### src/hw/sbt_pkg.sv
// Shared constants and types for the memory boundary-scan test port.
// Assumes both ends and the stream buffer import this package.
package sbt_pkg;
   localparam int         IR_W        = 3;
   localparam int         BSR_W       = 75;
   localparam int         ID_W        = 32;
   localparam int         RST_TMS_CNT = 5;
   localparam logic [2:0] IR_EXTEST   = 3'h0;
   localparam logic [2:0] IR_IDCODE   = 3'h1;
   localparam logic [2:0] IR_SAMPZ    = 3'h2;
   localparam logic [2:0] IR_SAMPLE   = 3'h3;
   localparam logic [2:0] IR_BYPASS   = 3'h7;
   localparam logic [1:0] IR_CAPT     = 2'h1;
   localparam logic [31:0] ID_VALUE   = 32'h1234_5679;
   localparam int         TCK_DIV     = 8;
   localparam int         FIFO_DEPTH  = 32;

   typedef enum logic [3:0] {
      ST_TLR, ST_RTI, ST_SEL_DR, ST_CAP_DR, ST_SH_DR, ST_EX1_DR, ST_PA_DR,
      ST_EX2_DR, ST_UPD_DR, ST_SEL_IR, ST_CAP_IR, ST_SH_IR, ST_EX1_IR,
      ST_PA_IR, ST_EX2_IR, ST_UPD_IR
   } sbt_tap_e;

   // Standard state walk, used by the port's controller; the master does not track it.
   function automatic sbt_tap_e sbt_next(input sbt_tap_e s, input logic m);
      unique case (s)
         ST_TLR:    sbt_next = m ? ST_TLR    : ST_RTI;
         ST_RTI:    sbt_next = m ? ST_SEL_DR : ST_RTI;
         ST_SEL_DR: sbt_next = m ? ST_SEL_IR : ST_CAP_DR;
         ST_CAP_DR: sbt_next = m ? ST_EX1_DR : ST_SH_DR;
         ST_SH_DR:  sbt_next = m ? ST_EX1_DR : ST_SH_DR;
         ST_EX1_DR: sbt_next = m ? ST_UPD_DR : ST_PA_DR;
         ST_PA_DR:  sbt_next = m ? ST_EX2_DR : ST_PA_DR;
         ST_EX2_DR: sbt_next = m ? ST_UPD_DR : ST_SH_DR;
         ST_UPD_DR: sbt_next = m ? ST_SEL_DR : ST_RTI;
         ST_SEL_IR: sbt_next = m ? ST_TLR    : ST_CAP_IR;
         ST_CAP_IR: sbt_next = m ? ST_EX1_IR : ST_SH_IR;
         ST_SH_IR:  sbt_next = m ? ST_EX1_IR : ST_SH_IR;
         ST_EX1_IR: sbt_next = m ? ST_UPD_IR : ST_PA_IR;
         ST_PA_IR:  sbt_next = m ? ST_EX2_IR : ST_PA_IR;
         ST_EX2_IR: sbt_next = m ? ST_UPD_IR : ST_SH_IR;
         ST_UPD_IR: sbt_next = m ? ST_SEL_DR : ST_RTI;
      endcase
   endfunction
endpackage

### src/hw/sbt_if.sv
// Scan link between the test port and the board scan master.
// Assumes the bench resolves the test data out wire from its enable.
`timescale 1ns/1ps
`default_nettype none
interface sbt_if;
   logic tck;
   logic tms;
   logic tdi;
   logic tdo;
   logic tdo_oe;
   modport dev (input tck, input tms, input tdi, output tdo, output tdo_oe);
   modport mst (output tck, output tms, output tdi, input tdo,
                input tdo_oe);
endinterface
`default_nettype wire

### src/hw/sbt_tap.sv
// Memory-side test access port: controller, instruction, bypass, boundary
// and identification registers, all stepped by edges of the sampled TCK.
// Assumes TCK is well below half the system clock.
`timescale 1ns/1ps
`default_nettype none
module sbt_tap import sbt_pkg::*; #(
   parameter logic [2:0]  C_IDCODE = IR_IDCODE,
   parameter logic [2:0]  C_SAMPLE = IR_SAMPLE,
   parameter logic [2:0]  C_SAMPZ  = IR_SAMPZ,
   parameter logic [2:0]  C_BYPASS = IR_BYPASS,
   // Arbitrary identification value.
   parameter logic [31:0] ID_CODE  = ID_VALUE
) (
   input  wire logic             clk_sys_i,
   input  wire logic             rstn_i,
   sbt_if.dev                    link,
   input  wire logic [BSR_W-1:0] ring_i,
   output logic                  mem_hiz_o,
   output logic [3:0]            tap_state_o
);
   // ------------------------------------------------------------------
   // Pin synchronisers and edge finding
   // ------------------------------------------------------------------
   logic [2:0] tck_ff;
   logic [1:0] tms_ff;
   logic [1:0] tdi_ff;
   logic       tck_rise;
   logic       tck_fall;

   // Undriven pins default high through the bench pull-ups.
   always_ff @(posedge clk_sys_i or negedge rstn_i) begin
      if (!rstn_i) begin
         tck_ff <= '0;
         tms_ff <= '1;
         tdi_ff <= '1;
      end else begin
         tck_ff <= {tck_ff[1:0], link.tck};
         tms_ff <= {tms_ff[0], link.tms};
         tdi_ff <= {tdi_ff[0], link.tdi};
      end
   end
   assign tck_rise = tck_ff[1] & ~tck_ff[2];
   assign tck_fall = ~tck_ff[1] & tck_ff[2];

   // ------------------------------------------------------------------
   // Controller
   // ------------------------------------------------------------------
   sbt_tap_e st_ff;
   logic [2:0] ones_ff;

   // Power-on reset puts the controller in reset with TDO floating.
   always_ff @(posedge clk_sys_i or negedge rstn_i) begin
      if (!rstn_i) begin
         st_ff <= ST_TLR;
      end else if (tck_rise) begin
         st_ff <= sbt_next(st_ff, tms_ff[1]);
      end
   end
   assign tap_state_o = st_ff;

   // The state walk already reaches reset in five TMS-high edges; the
   // counter only loads the IDCODE instruction at that fifth rising edge.
   always_ff @(posedge clk_sys_i or negedge rstn_i) begin
      if (!rstn_i) begin
         ones_ff <= '0;
      end else if (tck_rise) begin
         ones_ff <= tms_ff[1] ? ((ones_ff == 3'(RST_TMS_CNT-1)) ? ones_ff
                                 : ones_ff + 3'd1) : 3'd0;
      end
   end
   logic force_tlr;
   assign force_tlr = tck_rise && tms_ff[1]
                      && ones_ff == 3'(RST_TMS_CNT-1);

   // ------------------------------------------------------------------
   // Instruction register
   // ------------------------------------------------------------------
   logic [IR_W-1:0] ir_sh_ff;
   logic [IR_W-1:0] ir_ff;

   always_ff @(posedge clk_sys_i or negedge rstn_i) begin
      if (!rstn_i) begin
         ir_sh_ff <= '0;
      end else if (tck_rise) begin
         if (st_ff == ST_CAP_IR) begin
            ir_sh_ff <= {1'b0, IR_CAPT};
         end else if (st_ff == ST_SH_IR) begin
            ir_sh_ff <= {tdi_ff[1], ir_sh_ff[IR_W-1:1]};
         end
      end
   end

   // Applied on the falling edge in Update-IR, as the standard does.
   always_ff @(posedge clk_sys_i or negedge rstn_i) begin
      if (!rstn_i) begin
         ir_ff <= C_IDCODE;
      end else if (force_tlr || (tck_fall && st_ff == ST_TLR)) begin
         ir_ff <= C_IDCODE;
      end else if (tck_fall && st_ff == ST_UPD_IR) begin
         ir_ff <= ir_sh_ff;
      end
   end

   // ------------------------------------------------------------------
   // Data registers
   // ------------------------------------------------------------------
   typedef enum logic [1:0] {SEL_BYP, SEL_BSR, SEL_ID} sbt_sel_e;
   sbt_sel_e sel;

   // Reserved codes fall back to bypass so the chain keeps its length.
   always_comb begin
      if (ir_ff == C_IDCODE) begin
         sel = SEL_ID;
      end else if (ir_ff == IR_EXTEST || ir_ff == C_SAMPLE
                   || ir_ff == C_SAMPZ) begin
         sel = SEL_BSR;
      end else begin
         sel = SEL_BYP;
      end
   end

   logic             byp_ff;
   logic [BSR_W-1:0] bsr_ff;
   logic [ID_W-1:0]  id_ff;
   logic             cap_dr;
   logic             sh_dr;
   assign cap_dr = tck_rise && st_ff == ST_CAP_DR;
   assign sh_dr  = tck_rise && st_ff == ST_SH_DR;

   // Only the selected register moves; the others hold.
   always_ff @(posedge clk_sys_i or negedge rstn_i) begin
      if (!rstn_i) begin
         byp_ff <= 1'b0;
      end else if (sel == SEL_BYP && cap_dr) begin
         byp_ff <= 1'b0;
      end else if (sel == SEL_BYP && sh_dr) begin
         byp_ff <= tdi_ff[1];
      end
   end

   // The ring is sampled as is; values in transition are undefined.
   // Update-DR has no effect: nothing here feeds the memory.
   always_ff @(posedge clk_sys_i or negedge rstn_i) begin
      if (!rstn_i) begin
         bsr_ff <= '0;
      end else if (sel == SEL_BSR && cap_dr) begin
         bsr_ff <= ring_i;
      end else if (sel == SEL_BSR && sh_dr) begin
         bsr_ff <= {tdi_ff[1], bsr_ff[BSR_W-1:1]};
      end
   end

   always_ff @(posedge clk_sys_i or negedge rstn_i) begin
      if (!rstn_i) begin
         id_ff <= '0;
      end else if (sel == SEL_ID && cap_dr) begin
         id_ff <= ID_CODE;
      end else if (sel == SEL_ID && sh_dr) begin
         id_ff <= {tdi_ff[1], id_ff[ID_W-1:1]};
      end
   end

   // ------------------------------------------------------------------
   // Test data out and memory output control
   // ------------------------------------------------------------------
   logic tdo_ff;
   logic oe_ff;
   logic lsb;

   always_comb begin
      unique case (sel)
         SEL_ID:  lsb = id_ff[0];
         SEL_BSR: lsb = bsr_ff[0];
         default: lsb = byp_ff;
      endcase
   end

   always_ff @(posedge clk_sys_i or negedge rstn_i) begin
      if (!rstn_i) begin
         tdo_ff <= 1'b0;
         oe_ff  <= 1'b0;
      end else if (tck_fall) begin
         oe_ff  <= st_ff == ST_SH_DR || st_ff == ST_SH_IR;
         tdo_ff <= (st_ff == ST_SH_IR) ? ir_sh_ff[0] : lsb;
      end
   end
   assign link.tdo    = tdo_ff;
   assign link.tdo_oe = oe_ff;

   // The only effect on the memory is floating its outputs.
   assign mem_hiz_o = ir_ff == IR_EXTEST || ir_ff == C_SAMPZ;
endmodule // sbt_tap
`default_nettype wire

### src/flat_wrapper.sv
// flat-port wrapper written by rule: the top's interface ports become plain ports
module sbt_tap_flat import sbt_pkg::*;
#(
   parameter logic [2:0]  C_IDCODE = IR_IDCODE,
   parameter logic [2:0]  C_SAMPLE = IR_SAMPLE,
   parameter logic [2:0]  C_SAMPZ  = IR_SAMPZ,
   parameter logic [2:0]  C_BYPASS = IR_BYPASS,
                                     
   parameter logic [31:0] ID_CODE  = ID_VALUE
)
  (clk_sys_i, rstn_i, ring_i, mem_hiz_o, tap_state_o, link_tck, link_tms, link_tdi, link_tdo, link_tdo_oe);
  sbt_if link_i ();
  input  wire logic clk_sys_i;
  input  wire logic rstn_i;
  input  wire logic [BSR_W-1:0] ring_i;
  output logic mem_hiz_o;
  output logic [3:0] tap_state_o;
  input wire logic [$bits(link_i.tck)-1:0] link_tck;
  input wire logic [$bits(link_i.tms)-1:0] link_tms;
  input wire logic [$bits(link_i.tdi)-1:0] link_tdi;
  output wire logic [$bits(link_i.tdo)-1:0] link_tdo;
  output wire logic [$bits(link_i.tdo_oe)-1:0] link_tdo_oe;
  assign link_i.tck = link_tck;
  assign link_i.tms = link_tms;
  assign link_i.tdi = link_tdi;
  assign link_tdo = link_i.tdo;
  assign link_tdo_oe = link_i.tdo_oe;
  sbt_tap #(.C_IDCODE(C_IDCODE), .C_SAMPLE(C_SAMPLE), .C_SAMPZ(C_SAMPZ), .C_BYPASS(C_BYPASS), .ID_CODE(ID_CODE)) u_core (.clk_sys_i(clk_sys_i), .rstn_i(rstn_i), .link(link_i), .ring_i(ring_i), .mem_hiz_o(mem_hiz_o), .tap_state_o(tap_state_o));
endmodule
### config.mk
export PLATFORM = sky130hd
export DESIGN_NAME = sbt_tap_flat
export DESIGN_NICKNAME = d
export VERILOG_FILES = /design/src/hw/sbt_pkg.sv /design/src/hw/sbt_if.sv /design/src/hw/sbt_tap.sv /design/src/flat_wrapper.sv
export SDC_FILE = /design/constraint.sdc
export NUM_CORES = 1
export LEC_CHECK = 0
export BUFFER_PORTS_ARGS = -buffer_cell sky130_fd_sc_hd__buf_2
export CELL_PAD_IN_SITES_DETAIL_PLACEMENT = 0
export CELL_PAD_IN_SITES_GLOBAL_PLACEMENT = 1
export CORE_UTILIZATION = 44
export CTS_BUF_LIST = sky130_fd_sc_hd__clkbuf_16
export CTS_CLUSTER_SIZE = 8
export DETAILED_ROUTE_END_ITERATION = 8
export PLACE_DENSITY_LB_ADDON = 0.2
export SLEW_MARGIN = 15
export SYNTH_ARGS = -nofsm -noshare
export SYNTH_HDL_FRONTEND = slang
export SYNTH_SLANG_ARGS = --single-unit
export TNS_END_PERCENT = 5
### constraint.sdc
create_clock -name clk_sys_i -period 2.03 [get_ports clk_sys_i]
set_input_delay 0.406 -clock clk_sys_i [delete_from_list [all_inputs] [get_ports clk_sys_i]]
set_output_delay 0.406 -clock clk_sys_i [all_outputs]
set_load 0.05 [all_outputs]
After elaboration in Yosys (flattened, before gate mapping)
Index checks and enable logic that the tools add are counted.
{ "word_totals": {"mem_bits_rw": 0, "mem_count": 0, "output_inout_bits": 7, "ff_bits": 130, "word_cells": 98, "latchBits": 0, "romBits": 0} }
{ "op_classes": {"div_mod_pow": 0, "n_lt_le_gt_ge": 0, "mux": 29, "reduce_logical": 30, "eq_ne": 22, "n_addsub": 1, "bitwise_logic": 4, "n_mul": 0, "n_shift": 0} }
{ "op_table": {"columns": ["cell", "n"], "rows": [
  ["two-way mux 75 bit", 2],
  ["two-way mux 32 bit", 2],
  ["one-hot mux 4 bit (12 select lines)", 1],
  ["== test 4 bit (second input constant)", 8],
  ["two-way mux 3 bit", 8],
  ["== test 4 x 3 -> 1 bit (second input constant)", 4],
  ["two-way mux 4 bit", 4],
  ["logical AND 1 bit", 12],
  ["nonzero test 2 bit", 5],
  ["== test 4 x 2 -> 1 bit (second input constant)", 2],
  ["two-way mux 2 bit", 4],
  ["two-way mux 1 bit", 7],
  ["== test 3 x 2 -> 1 bit (second input constant)", 2],
  ["logical OR 1 bit", 5],
  ["== test 4 x 1 -> 1 bit (second input constant)", 1],
  ["logical NOT 4 bit", 1],
  ["AND reduction 2 bit", 2],
  ["OR reduction 2 bit", 2],
  ["adder 3 x 1 -> 3 bit (second input constant)", 1],
  ["== test 3 x 1 -> 1 bit (second input constant)", 1],
  ["== test 3 bit (second input constant)", 1],
  ["logical NOT 3 bit", 1],
  ["OR reduction 3 bit", 1],
  ["bitwise AND 1 bit", 2],
  ["other kinds (6)", 7]
]} }

Depth between registers and ports, before layout
Gate-level depths: netlist of the first run.
{ "depth": {"depth_word": 9, "ltp_mapped": 7, "mapped_depth_nobuf": 5} }

Worst setup path after synthesis of the first run
Ideal clock, no wire load.
{ "synth_timing": {"path_kind": "register to register", "start": "register u_core.st_ff[2] (netlist: u_core.tap_state_o[2])", "end": "register u_core.bsr_ff[0]", "arrival_time_ns": 1.726, "synth_period_minus_slack_ns": 1.858, "slack_ns": 0.172, "setup_time_ns": 0.132, "path_stages_with_launch": 8, "cell_sequence": "dfrtp_1 buf_4 and4bb_1 nand2_1 buf_6 buf_6 mux2i_1 o21ai_1"} }
{ "synth_via": {"elab_chain_len": 4, "word_cells_on_any_way": 8, "cone_classes": "eq/ne: 2; mux: 1; reduce/logical: 5"} }
{ "synth_lines": {"columns": ["item", "line_no", "source"], "rows": [
  ["start, declared", "sbt_tap.sv:48", "sbt_tap_e st_ff;"],
  ["start signal, assigned", "sbt_tap.sv:56", "st_ff <= sbt_next(st_ff, tms_ff[1]);"],
  ["== test 4 x 2 -> 1 bit / == test 4 x 3 -> 1 bit (equally long branches)", "sbt_tap.sv:127, sbt_tap.sv:128", null],
  ["logical AND 1 bit (on tied branches)", "sbt_tap.sv:127, sbt_tap.sv:128", null],
  ["logical AND 1 bit (on tied branches)", "sbt_tap.sv:146, sbt_tap.sv:148", null],
  ["two-way mux 75 bit / nonzero test 2 bit (equally long branches)", null, null],
  ["end signal, assigned", "sbt_tap.sv:147", "bsr_ff <= ring_i;"],
  ["end signal, assigned", "sbt_tap.sv:149", "bsr_ff <= {tdi_ff[1], bsr_ff[BSR_W-1:1]};"],
  ["end, declared", "sbt_tap.sv:123", "logic [BSR_W-1:0] bsr_ff;"]
]} }
Several ways; a longest one is shown, not always the timed one.
A chain may end at the register's enable or synchronous reset.

Final worst setup path of the first run
{ "layout_timing": {"start": "register u_core.ir_ff[2]", "end": "output mem_hiz_o"} }
{ "layout_via": {"elab_chain_len": 2, "word_cells_on_any_way": 3, "cone_classes": "eq/ne: 1; reduce/logical: 2"} }
{ "layout_lines": {"columns": ["item", "line_no", "source"], "rows": [
  ["start, declared", "sbt_tap.sv:79", "logic [IR_W-1:0] ir_ff;"],
  ["start signal, assigned", "sbt_tap.sv:100", "ir_ff <= ir_sh_ff;"],
  ["== test 3 x 2 -> 1 bit / logical NOT 3 bit (equally long branches)", "sbt_tap.sv:191", "assign mem_hiz_o = ir_ff == IR_EXTEST || ir_ff == C_SAMPZ;"],
  ["logical OR 1 bit *", "sbt_tap.sv:191", null],
  ["end, declared", "flat_wrapper.sv:16", "output logic mem_hiz_o;"]
]} }
Mark *: on every way between the ends. The rest lies on a longest branch, timed or not.

==> flow_summary.json, run 1 <==
{
  "synth_cells": 595,
  "clk_pin_slew_worst_paths_ns": 0.05,
  "seqCellArea_um2": 3260,
  "finalSetupViolations": 0,
  "areaGrowthSynthToFinish_pct": 20.1,
  "cp-end-kind": "output port",
  "post_cts_buffers": 0,
  "ys_seq_area_share_pct": 54.8,
  "die_area_um2": 14000,
  "cts_made_buffers": 17,
  "finalPower_w": 0.00812,
  "multi_input_area_um2": 2440,
  "slowest_stage": "dfrtp_1",
  "dominantRegCellSynth": "dfrtp_1",
  "drtPass1Iterations": 5,
  "vias": 4324,
  "layout_commonest_cell": "nand2_1",
  "crit_path_cell_trace": "buf_4, nor2_1, buf_2",
  "final_cell_mix": "nand2_1, dfrtp_1, buf_2",
  "vias_per_cell": 4.97,
  "synth_edf_count": 0,
  "tritoncts": "done",
  "setup_tns_ns": 0,
  "die_height_um": 118,
  "crit_required_ns": 1.62,
  "n_fill_cell": 1234,
  "synth.net_count": 677,
  "slew_viol_final": 0,
  "slew_headroom_pct": 63.3,
  "grt_max_degree": 65,
  "fmax_ghz": 0.552,
  "r2r_start": "u_core.tap_state_o[2]",
  "ioPinCount": 87,
  "n_antenna_cell": 0,
  "ir_drop_mv": 0.633,
  "cp-start-kind": "flip-flop",
  "ff2ff_path_depth": 6,
  "min-delay-start": "link_tdi",
  "holdWs_ns": 0.0924,
  "start_util_pct": 45.1,
  "r2r_setup_slack_ns": 0.28,
  "wl_per_cell_um": 13.5,
  "cp.arrival_ns": 1.40,
  "min_path_cells": 1,
  "synth_cell_type_count": 40,
  "layout.nets": 764,
  "skew_ns": 0.00652,
  "die_x_um": 118,
  "fp.coreArea_um2": 13200,
  "numClockSinks": 130,
  "holdPathEnd": "u_core.tdi_ff[0]",
  "crit_type": "reg2out",
  "num_rows": 42,
  "async_flop_share_pct": 100,
  "initialDrtViolationCount": 208,
  "max_stage_delay_ns": 0.38,
  "postLayoutCoreUtil_pct": 54.2,
  "grt_util_all_layers_pct": 18.2,
  "yosysTopAreaCellShare_pct": 52.6,
  "min_period_ns": 1.81,
  "leakagePower_nw": 3.86,
  "grt_pass1_vias": 4297,
  "cellPowerDensity_nw_per_um2": 1140,
  "netlist_area_um2": 5950,
  "fin_crit_sh_pct": 89.2,
  "ctsLongestPathBuffers": 2,
  "io_buffers": 86,
  "synthTopCellsByArea": "dfrtp_1, mux2i_1, nand2_1, o21ai_1, o21ai_0",
  "cap_violations": 0,
  "wirelength_mm": 11.8,
  "tightest_slew_ns": 0.550,
  "htree_levels": 4,
  "drc": 0,
  "ant_nets": 0,
  "grt_pass1_wl_mm": 20.2,
  "grt-ovfl-total": 0,
  "hold_viol_final": 0,
  "syn_area_per_cell_um2": 10.0,
  "status": "finished clean",
  "drive_above_1_share_pct": 20.7,
  "r2r-end": "u_core.bsr_ff[27]",
  "clock_latency_ns": 0.41,
  "root_buffer": "clkbuf_16",
  "min_path_type": "in2reg",
  "gp_congestion": 0.774,
  "synth_top_area_cell": "dfrtp_1",
  "dp_hpwl_mm": 7.96,
  "rsz0062_at_grt": "false",
  "antenna_found_initial": 0,
  "yosysWarnings": 0,
  "ys_ff_latch": 130,
  "path_max_fanout": 6
}
registers in the layout (all words and copies together), names as in the netlist, 2 cells and up:
| name | count |
|---|---|
| u_core.bsr_ff | 75 |
| u_core.tap_state_o | 4 |
| u_core.tck_ff | 3 |
| u_core.ir_sh_ff | 3 |
| u_core.tms_ff | 2 |
| u_core.id_ff | 32 |
| u_core.ir_ff | 3 |
| u_core.tdi_ff | 2 |
| u_core.ones_ff | 3 |
stage by stage:
step           instance area [um^2]  std cells  worst slack, ns
3_3_place_gp                   6650        838            0.325
3_5_place_dp                   6650        838            0.291
4_1_cts                        7150        870            0.209
5_1_grt                        7150        870            0.165
6_report                       7150        870            0.220
2_1_floorplan                  5950        595            0.172
cell families after synthesis:
logic type               Yosys count  synth area share, %
flip-flops                       130                 54.8
XOR/XNOR                           1                0.147
adder cells (fa/ha/maj)            2                0.420
multiplexers                      77                 13.0
buffers and inverters             48                 4.77
AND/OR/NAND/NOR                  190                 13.4
AO/OA/AOI/OAI                    147                 13.5
synth_stat cells (all sizes together), types with 2 or more instances:
library cell	n
a21oi	13
a22o	2
a31oi	2
a32o	2
buf	31
clkbuf	12
dfrtp	125
dfstp	5
ha	2
inv	5
mux2	2
mux2i	75
nand2	139
nand2b	5
nand3	4
nand3b	4
nor2	24
nor2b	5
nor3b	2
o2111ai	2
o211ai	2
o21ai	117
o22ai	2
critical path, delay by kind of cell (launching register included):
family / cells / cell delay, ns
buffers and inverters: 2 / 0.46
and+or+nand+nor: 1 / 0.16
DFF: 1 / 0.38
worst max path at each step:
stage                     slack, ns  depth (start not counted)                  start           endpoint
final                          0.22                          3        u_core.ir_ff[2]          mem_hiz_o
after global placement         0.33                          4        u_core.ir_ff[0]    u_core.link.tdo
after global routing           0.16                          6  u_core.tap_state_o[2]  u_core.bsr_ff[50]
after detailed placement       0.29                          6  u_core.tap_state_o[2]  u_core.bsr_ff[71]
after CTS                      0.21                          3        u_core.ir_ff[2]          mem_hiz_o
after floorplan                0.17                          7  u_core.tap_state_o[2]   u_core.bsr_ff[0]
power breakdown:
part	switching, W	internal (W)	total (W)	leakage (nW)
clock network	0.00104	0.00150	0.00253	0.258
logic	0.00117	0.000836	0.00200	2.15
registers	0.000358	0.00323	0.00359	1.44
routing by layer:
metal / vias up / wire length, um / GRT usage [%]
li1: 2201 / - / -
met1: 2029 / 5480 / 22.8
met2: 80 / 5540 / 29.4
met3: 14 / 535 / 4.83
met4: 0 / 195 / 8.01
met5: - / 0 / 0
what timing repair did:
| action | 4_1_cts | 5_1_grt |
|---|---|---|
| hold buffers | 1 | 0 |
| hold endpoints to repair | 11 | 0 |
| setup endpoints to repair | 0 | 0 |
| gates resized for setup | 0 | 0 |
area by class of cell:
class                      count  area share (%)
sequential                   130            45.6
timing repair buffer         111            10.1
tap                          176            3.08
clock buffer                  17            5.95
clock inverter                14           0.858
inverter                       5           0.263
multi-input combinational    417            34.1
Power figures use the tool's default switching activity.
==> inputs of run 2 (changes only) <==
CORE_ASPECT_RATIO = 0.8   (was not set)
GPL_TIMING_DRIVEN = 0   (was not set)
PLACE_DENSITY = 0.79   (was not set)
PLACE_DENSITY_LB_ADDON = not set   (was 0.2)
==> run 2 against run 1 <==
Compared with the run above: final cell count increased by 2.3%; largest cell class unchanged; design area grew 1.9%; total power up 9.0%; die area is essentially flat; worst setup slack worse by 0.016 ns; non-clock buffer count is 20 higher; maximum frequency shrank 0.88%; hold slack got worse by 0.0018 ns; clock-buffer cell count did not move; first-iteration DRC count up 110%; sequential share of layout area fell by 0.83 points; combinational power about the same.
==> flow_summary.json, run 2 (synthesis gave the netlist of run 1 again) <==
{
  "layout_commonest_cell": "nand2_1",
  "min_path_type": "in2reg",
  "comb_power_share_pct": 22.7,
  "wirelength_mm": 13.1,
  "postLayoutCoreUtil_pct": 55.9,
  "die_x_um": 132,
  "p_clk_share_pct": 36.6,
  "holdWs_ns": 0.0906,
  "io_buffers": 86,
  "switching_share_pct": 30.2,
  "dr_wl_met2_mm": 5.93,
  "initialDrtViolationCount": 431,
  "dp_hpwl_mm": 8.90,
  "post_cts_buffers": 0,
  "slew_viol_final": 0,
  "met1_length_mm": 6.27,
  "switchingPower_w": 0.00267,
  "skew_ns": 0.00863,
  "n_fill_cell": 1157,
  "drive_above_1_share_pct": 21.8,
  "cp-end-kind": "flip-flop",
  "fp.coreArea_um2": 13000,
  "antenna_found_initial": 3,
  "ant_nets": 0,
  "p_int_w": 0.00618,
  "drc": 0,
  "num_rows": 37,
  "tritoncts": "done",
  "final_cell_mix": "nand2_1, dfrtp_1, buf_2",
  "cp-start-kind": "flip-flop",
  "crit_type": "reg2reg",
  "root_buffer": "clkbuf_16",
  "layout.nets": 784,
  "fin_area_um2": 7280,
  "areaGrowthSynthToFinish_pct": 22.3,
  "die_area_um2": 14000,
  "cts_made_buffers": 17,
  "setup_tns_ns": 0,
  "gp_congestion": 0.849,
  "power_frac_seq_pct": 40.6,
  "ir_drop_mv": 0.741,
  "rsz0062_at_grt": "false",
  "cellPowerDensity_nw_per_um2": 1220,
  "cp.arrival_ns": 2.09,
  "fin_crit_sh_pct": 90.0,
  "htree_levels": 4,
  "hold_viol_final": 0,
  "grt-ovfl-total": 0,
  "seqCellArea_um2": 3260,
  "drtPass1Iterations": 5,
  "wl_met3_um": 716,
  "grt_pass1_vias": 4511,
  "vias": 4604,
  "numClockSinks": 130,
  "largest_reg_flops": 75,
  "clock_latency_ns": 0.41,
  "highest_layer": "met5",
  "clk_pin_slew_worst_paths_ns": 0.06,
  "cap_violations": 0,
  "crit_required_ns": 2.30,
  "grt_pass1_wl_mm": 21.9,
  "ioPinCount": 87,
  "slew_headroom_pct": 48.1,
  "ctsLongestPathBuffers": 2,
  "grt_util_all_layers_pct": 19.9,
  "min_period_ns": 1.83,
  "place_area_um2": 6630,
  "grt_max_degree": 87,
  "regMostFlops": "u_core.bsr_ff",
  "vias_per_cell": 5.17,
  "multi_input_area_um2": 2420,
  "path_max_fanout": 10,
  "finalSetupViolations": 0,
  "die_height_um": 106,
  "wl_per_cell_um": 14.8,
  "start_util_pct": 45.7,
  "leakagePower_nw": 3.88,
  "status": "finished clean",
  "fmax_ghz": 0.548,
  "tightest_slew_ns": 0.768
}
run 2: cell types whose count changed in the layout (fill, tap and decap cells not counted), moves of 4 or more:
cell,delta
buf_2,+17
bufinv_16,+5
buf_4,-11
buf_6,+9
buf_12,-8
inv_1,-4
clkbuf_1,+12
run 2: per-layer routing:
metal / global-route usage (%) / vias to the layer above
li1: - / 2254
met1: 27.0 / 2223
met2: 30.2 / 108
met3: 5.67 / 17
met4: 8.22 / 2
met5: 0 / -
run 2: cell type report:
cell class              instances  share of cell area [%]
plain buffers                  43                    3.64
flip-flops and latches        130                    44.8
inverters                       5                   0.258
clock buffers                  17                    5.84
clock inverters                14                    2.68
well taps                     175                    3.01
diodes                          1                  0.0344
multi-input cells             417                    33.2
repair buffers                 88                    6.52
run 2: critical path, stage by stage (launching register included):
cell,delay (ns)
dfrtp_1,0.38
buf_4,0.18
nor3b_2,0.19
o2111ai_2,0.37
clkbuf_1,0.40
o21ai_0,0.17
run 2: path summary, 6_finish.rpt:
kind	end	slack [ns]	cells after the start	from
setup reg to reg	u_core.id_ff[5]	0.20	5	u_core.tap_state_o[2]
hold / removal	u_core.tdi_ff[0]	0.09	1	link_tdi
hold reg to reg	u_core.tck_ff[1]	0.35	0	u_core.tck_ff[0]
min in group asynchronous	u_core.ones_ff[1]	0.49	2	rstn_i
setup / recovery	u_core.id_ff[5]	0.20	5	u_core.tap_state_o[2]
max in group asynchronous	u_core.id_ff[8]	0.78	3	rstn_i
run 2: repair_timing:
item                                   CTS  global route
endpoints found under the hold margin   40             0
setup endpoints to repair                0             2
hold buffers                             1             0
resized for setup                        0             1
run 2: per-stage QoR:
| stage | total power (W) | setup slack (ns) | instances |
|---|---|---|---|
| floorplan | 0.00504 | 0.172 | 595 |
| global route | 0.00939 | 0.0282 | 889 |
| finish | 0.00885 | 0.204 | 890 |
| global placement | 0.00551 | -1.16 | 856 |
| CTS | 0.00891 | 0.116 | 889 |
| detailed placement | 0.00563 | 0.143 | 857 |
run 2: power by group through the flow:
stage / logic, W / registers, W / clock network, W
after floorplan: 0.00134 / 0.00370 / 0
after global placement: 0.00191 / 0.00360 / 0
after detailed placement: 0.00200 / 0.00363 / 0
after CTS: 0.00201 / 0.00360 / 0.00330
after global routing: 0.00229 / 0.00368 / 0.00342
final: 0.00201 / 0.00360 / 0.00324
==> inputs of run 3 (changes only) <==
CORE_UTILIZATION = 30   (was 44)
PLACE_DENSITY = 0.58   (was 0.79)
==> run 3 against run 2 <==
Compared with the run above: non-clock buffer count stayed put; utilization is 17 points lower; worst setup slack better by 0.0064 ns; sequential cell count stayed put; clock skew is 0.0015 ns higher; final cell count is 9.4% higher; die area is 46% higher; design area is 2.0% higher; critical endpoint is now u_core.bsr_ff[66].
==> flow_summary.json, run 3 (synthesis gave the netlist of run 1 again) <==
{
  "drtPass1Iterations": 4,
  "dp_hpwl_mm": 9.62,
  "start_util_pct": 31.0,
  "post_cts_buffers": 0,
  "drive_above_1_share_pct": 22.2,
  "htree_levels": 4,
  "fmax_ghz": 0.549,
  "crit_path_cell_trace": "buf_4, nor3b_2, o2111ai_4, buf_4, buf_2, nand2_1, o21ai_1",
  "areaGrowthSynthToFinish_pct": 24.8,
  "largest_reg_flops": 75,
  "ir_drop_mv": 0.492,
  "worst-path-buf-inv": 3,
  "min_period_ns": 1.82,
  "tritoncts": "done",
  "fin_crit_sh_pct": 89.6,
  "grt_max_degree": 70,
  "cp_top_family": "buffers and inverters",
  "layout_commonest_cell": "nand2_1",
  "numClockSinks": 130,
  "min_path_type": "in2reg",
  "slowest_stage": "dfrtp_1",
  "cp-end-kind": "flip-flop",
  "die_x_um": 159,
  "grt-ovfl-total": 0,
  "path_max_fanout": 10,
  "initialDrtViolationCount": 233,
  "crit_type": "reg2reg",
  "fp.coreArea_um2": 19200,
  "finalSetupViolations": 0,
  "drc": 0,
  "final_cell_mix": "nand2_1, dfrtp_1, buf_2",
  "slew_headroom_pct": 43.9,
  "cellPowerDensity_nw_per_um2": 1220,
  "die_height_um": 128,
  "cap_violations": 0,
  "ioPinCount": 87,
  "cp-start-kind": "flip-flop",
  "regMostFlops": "u_core.bsr_ff",
  "ant_nets": 0,
  "antenna_found_initial": 1,
  "final_cells": 974,
  "leakagePower_nw": 3.88,
  "tightest_slew_ns": 0.829,
  "die_area_um2": 20400,
  "place.detailed.instances": 940,
  "grt_pass1_vias": 4567,
  "setup_tns_ns": 0,
  "hold_viol_final": 0,
  "status": "finished clean",
  "slew_viol_final": 0,
  "layout.nets": 784,
  "clk_pin_slew_worst_paths_ns": 0.06,
  "wirelength_mm": 14.0,
  "ctsLongestPathBuffers": 2,
  "vias_per_cell": 4.68,
  "wl_per_cell_um": 14.4,
  "crit_top_cell": "buf_4",
  "gp_congestion": 0.753,
  "clock_latency_ns": 0.43,
  "root_buffer": "clkbuf_16",
  "rsz0062_at_grt": "false",
  "finalPower_w": 0.00907,
  "num_rows": 45,
  "grt_util_all_layers_pct": 14.9,
  "grt_pass1_wl_mm": 23.8,
  "crit_required_ns": 2.38,
  "max_stage_delay_ns": 0.39,
  "cp.arrival_ns": 2.17,
  "cts_made_buffers": 17,
  "vias": 4561,
  "io_buffers": 86,
  "skew_ns": 0.0101
}
-- run 3: routing by layer --
metal | vias up | wire (um) | global-route usage (%) | share of wire, %
met2 | 101 | 6310 | 23.0 | 45
met3 | 19 | 618 | 3.40 | 4.4
met1 | 2184 | 6800 | 20.0 | 49
li1 | 2257 | - | - | -
met4 | 0 | 268 | 6.96 | 1.9
met5 | - | 0 | 0 | 0
-- run 3: path summary, 6_finish.rpt --
check,slack [ns],to,cells after the start,start
max in group asynchronous,0.76,u_core.link.tdo,3,rstn_i
max reg2reg,0.21,u_core.bsr_ff[66],7,u_core.tap_state_o[2]
max,0.21,u_core.bsr_ff[66],7,u_core.tap_state_o[2]
min reg2reg,0.35,u_core.tck_ff[1],0,u_core.tck_ff[0]
min in group asynchronous,0.52,u_core.ones_ff[1],2,rstn_i
min,0.07,u_core.tms_ff[0],1,link_tms
-- run 3: repair_timing --
| action | CTS | global route |
|---|---|---|
| endpoints found under the setup margin | 0 | 15 |
| hold endpoints to repair | 16 | 0 |
| hold buffers | 1 | 0 |
| resized for setup | 0 | 1 |
-- run 3: per-stage QoR --
| stage | setup WS [ns] | hold slack (ns) | area (um^2) | utilization (%) |
|---|---|---|---|---|
| finish | 0.210 | 0.0737 | 7430 | 38.7 |
| global route | 0.0148 | 0.0542 | 7420 | 38.7 |
| global placement | -1.24 | 0.333 | 6700 | 34.9 |
| detailed placement | 0.0986 | 0.339 | 6740 | 35.1 |
| floorplan | 0.172 | 0.110 | 5950 | - |
| CTS | 0.0713 | 0.0550 | 7410 | 38.6 |
-- run 3: report_power, final --
group / internal, W / leakage [nW] / switching, W
Combinational: 0.000808 / 2.13 / 0.00119
Clock: 0.00229 / 0.306 / 0.00118
Sequential: 0.00323 / 1.44 / 0.000367
-- run 3: area by class of cell --
| class | count | area, um^2 |
|---|---|---|
| clock buffers | 17 | 425 |
| plain buffers | 43 | 265 |
| flip-flops and latches | 130 | 3260 |
| fillers | 1896 | 11800 |
| inverters | 5 | 18.8 |
| clock inverters | 15 | 239 |
| well taps | 258 | 323 |
| repair buffers | 88 | 474 |
| multi-input cells | 417 | 2420 |
| diodes | 1 | 2.50 |
-- run 3: worst register-to-register path: cells and delay by family (launching register included) --
| family | cells | cell delay, ns |
|---|---|---|
| AOI/OAI and AO/OA | 2 | 0.40 |
| buffers and inverters | 3 | 0.69 |
| DFF | 1 | 0.39 |
| and+or+nand+nor | 2 | 0.27 |
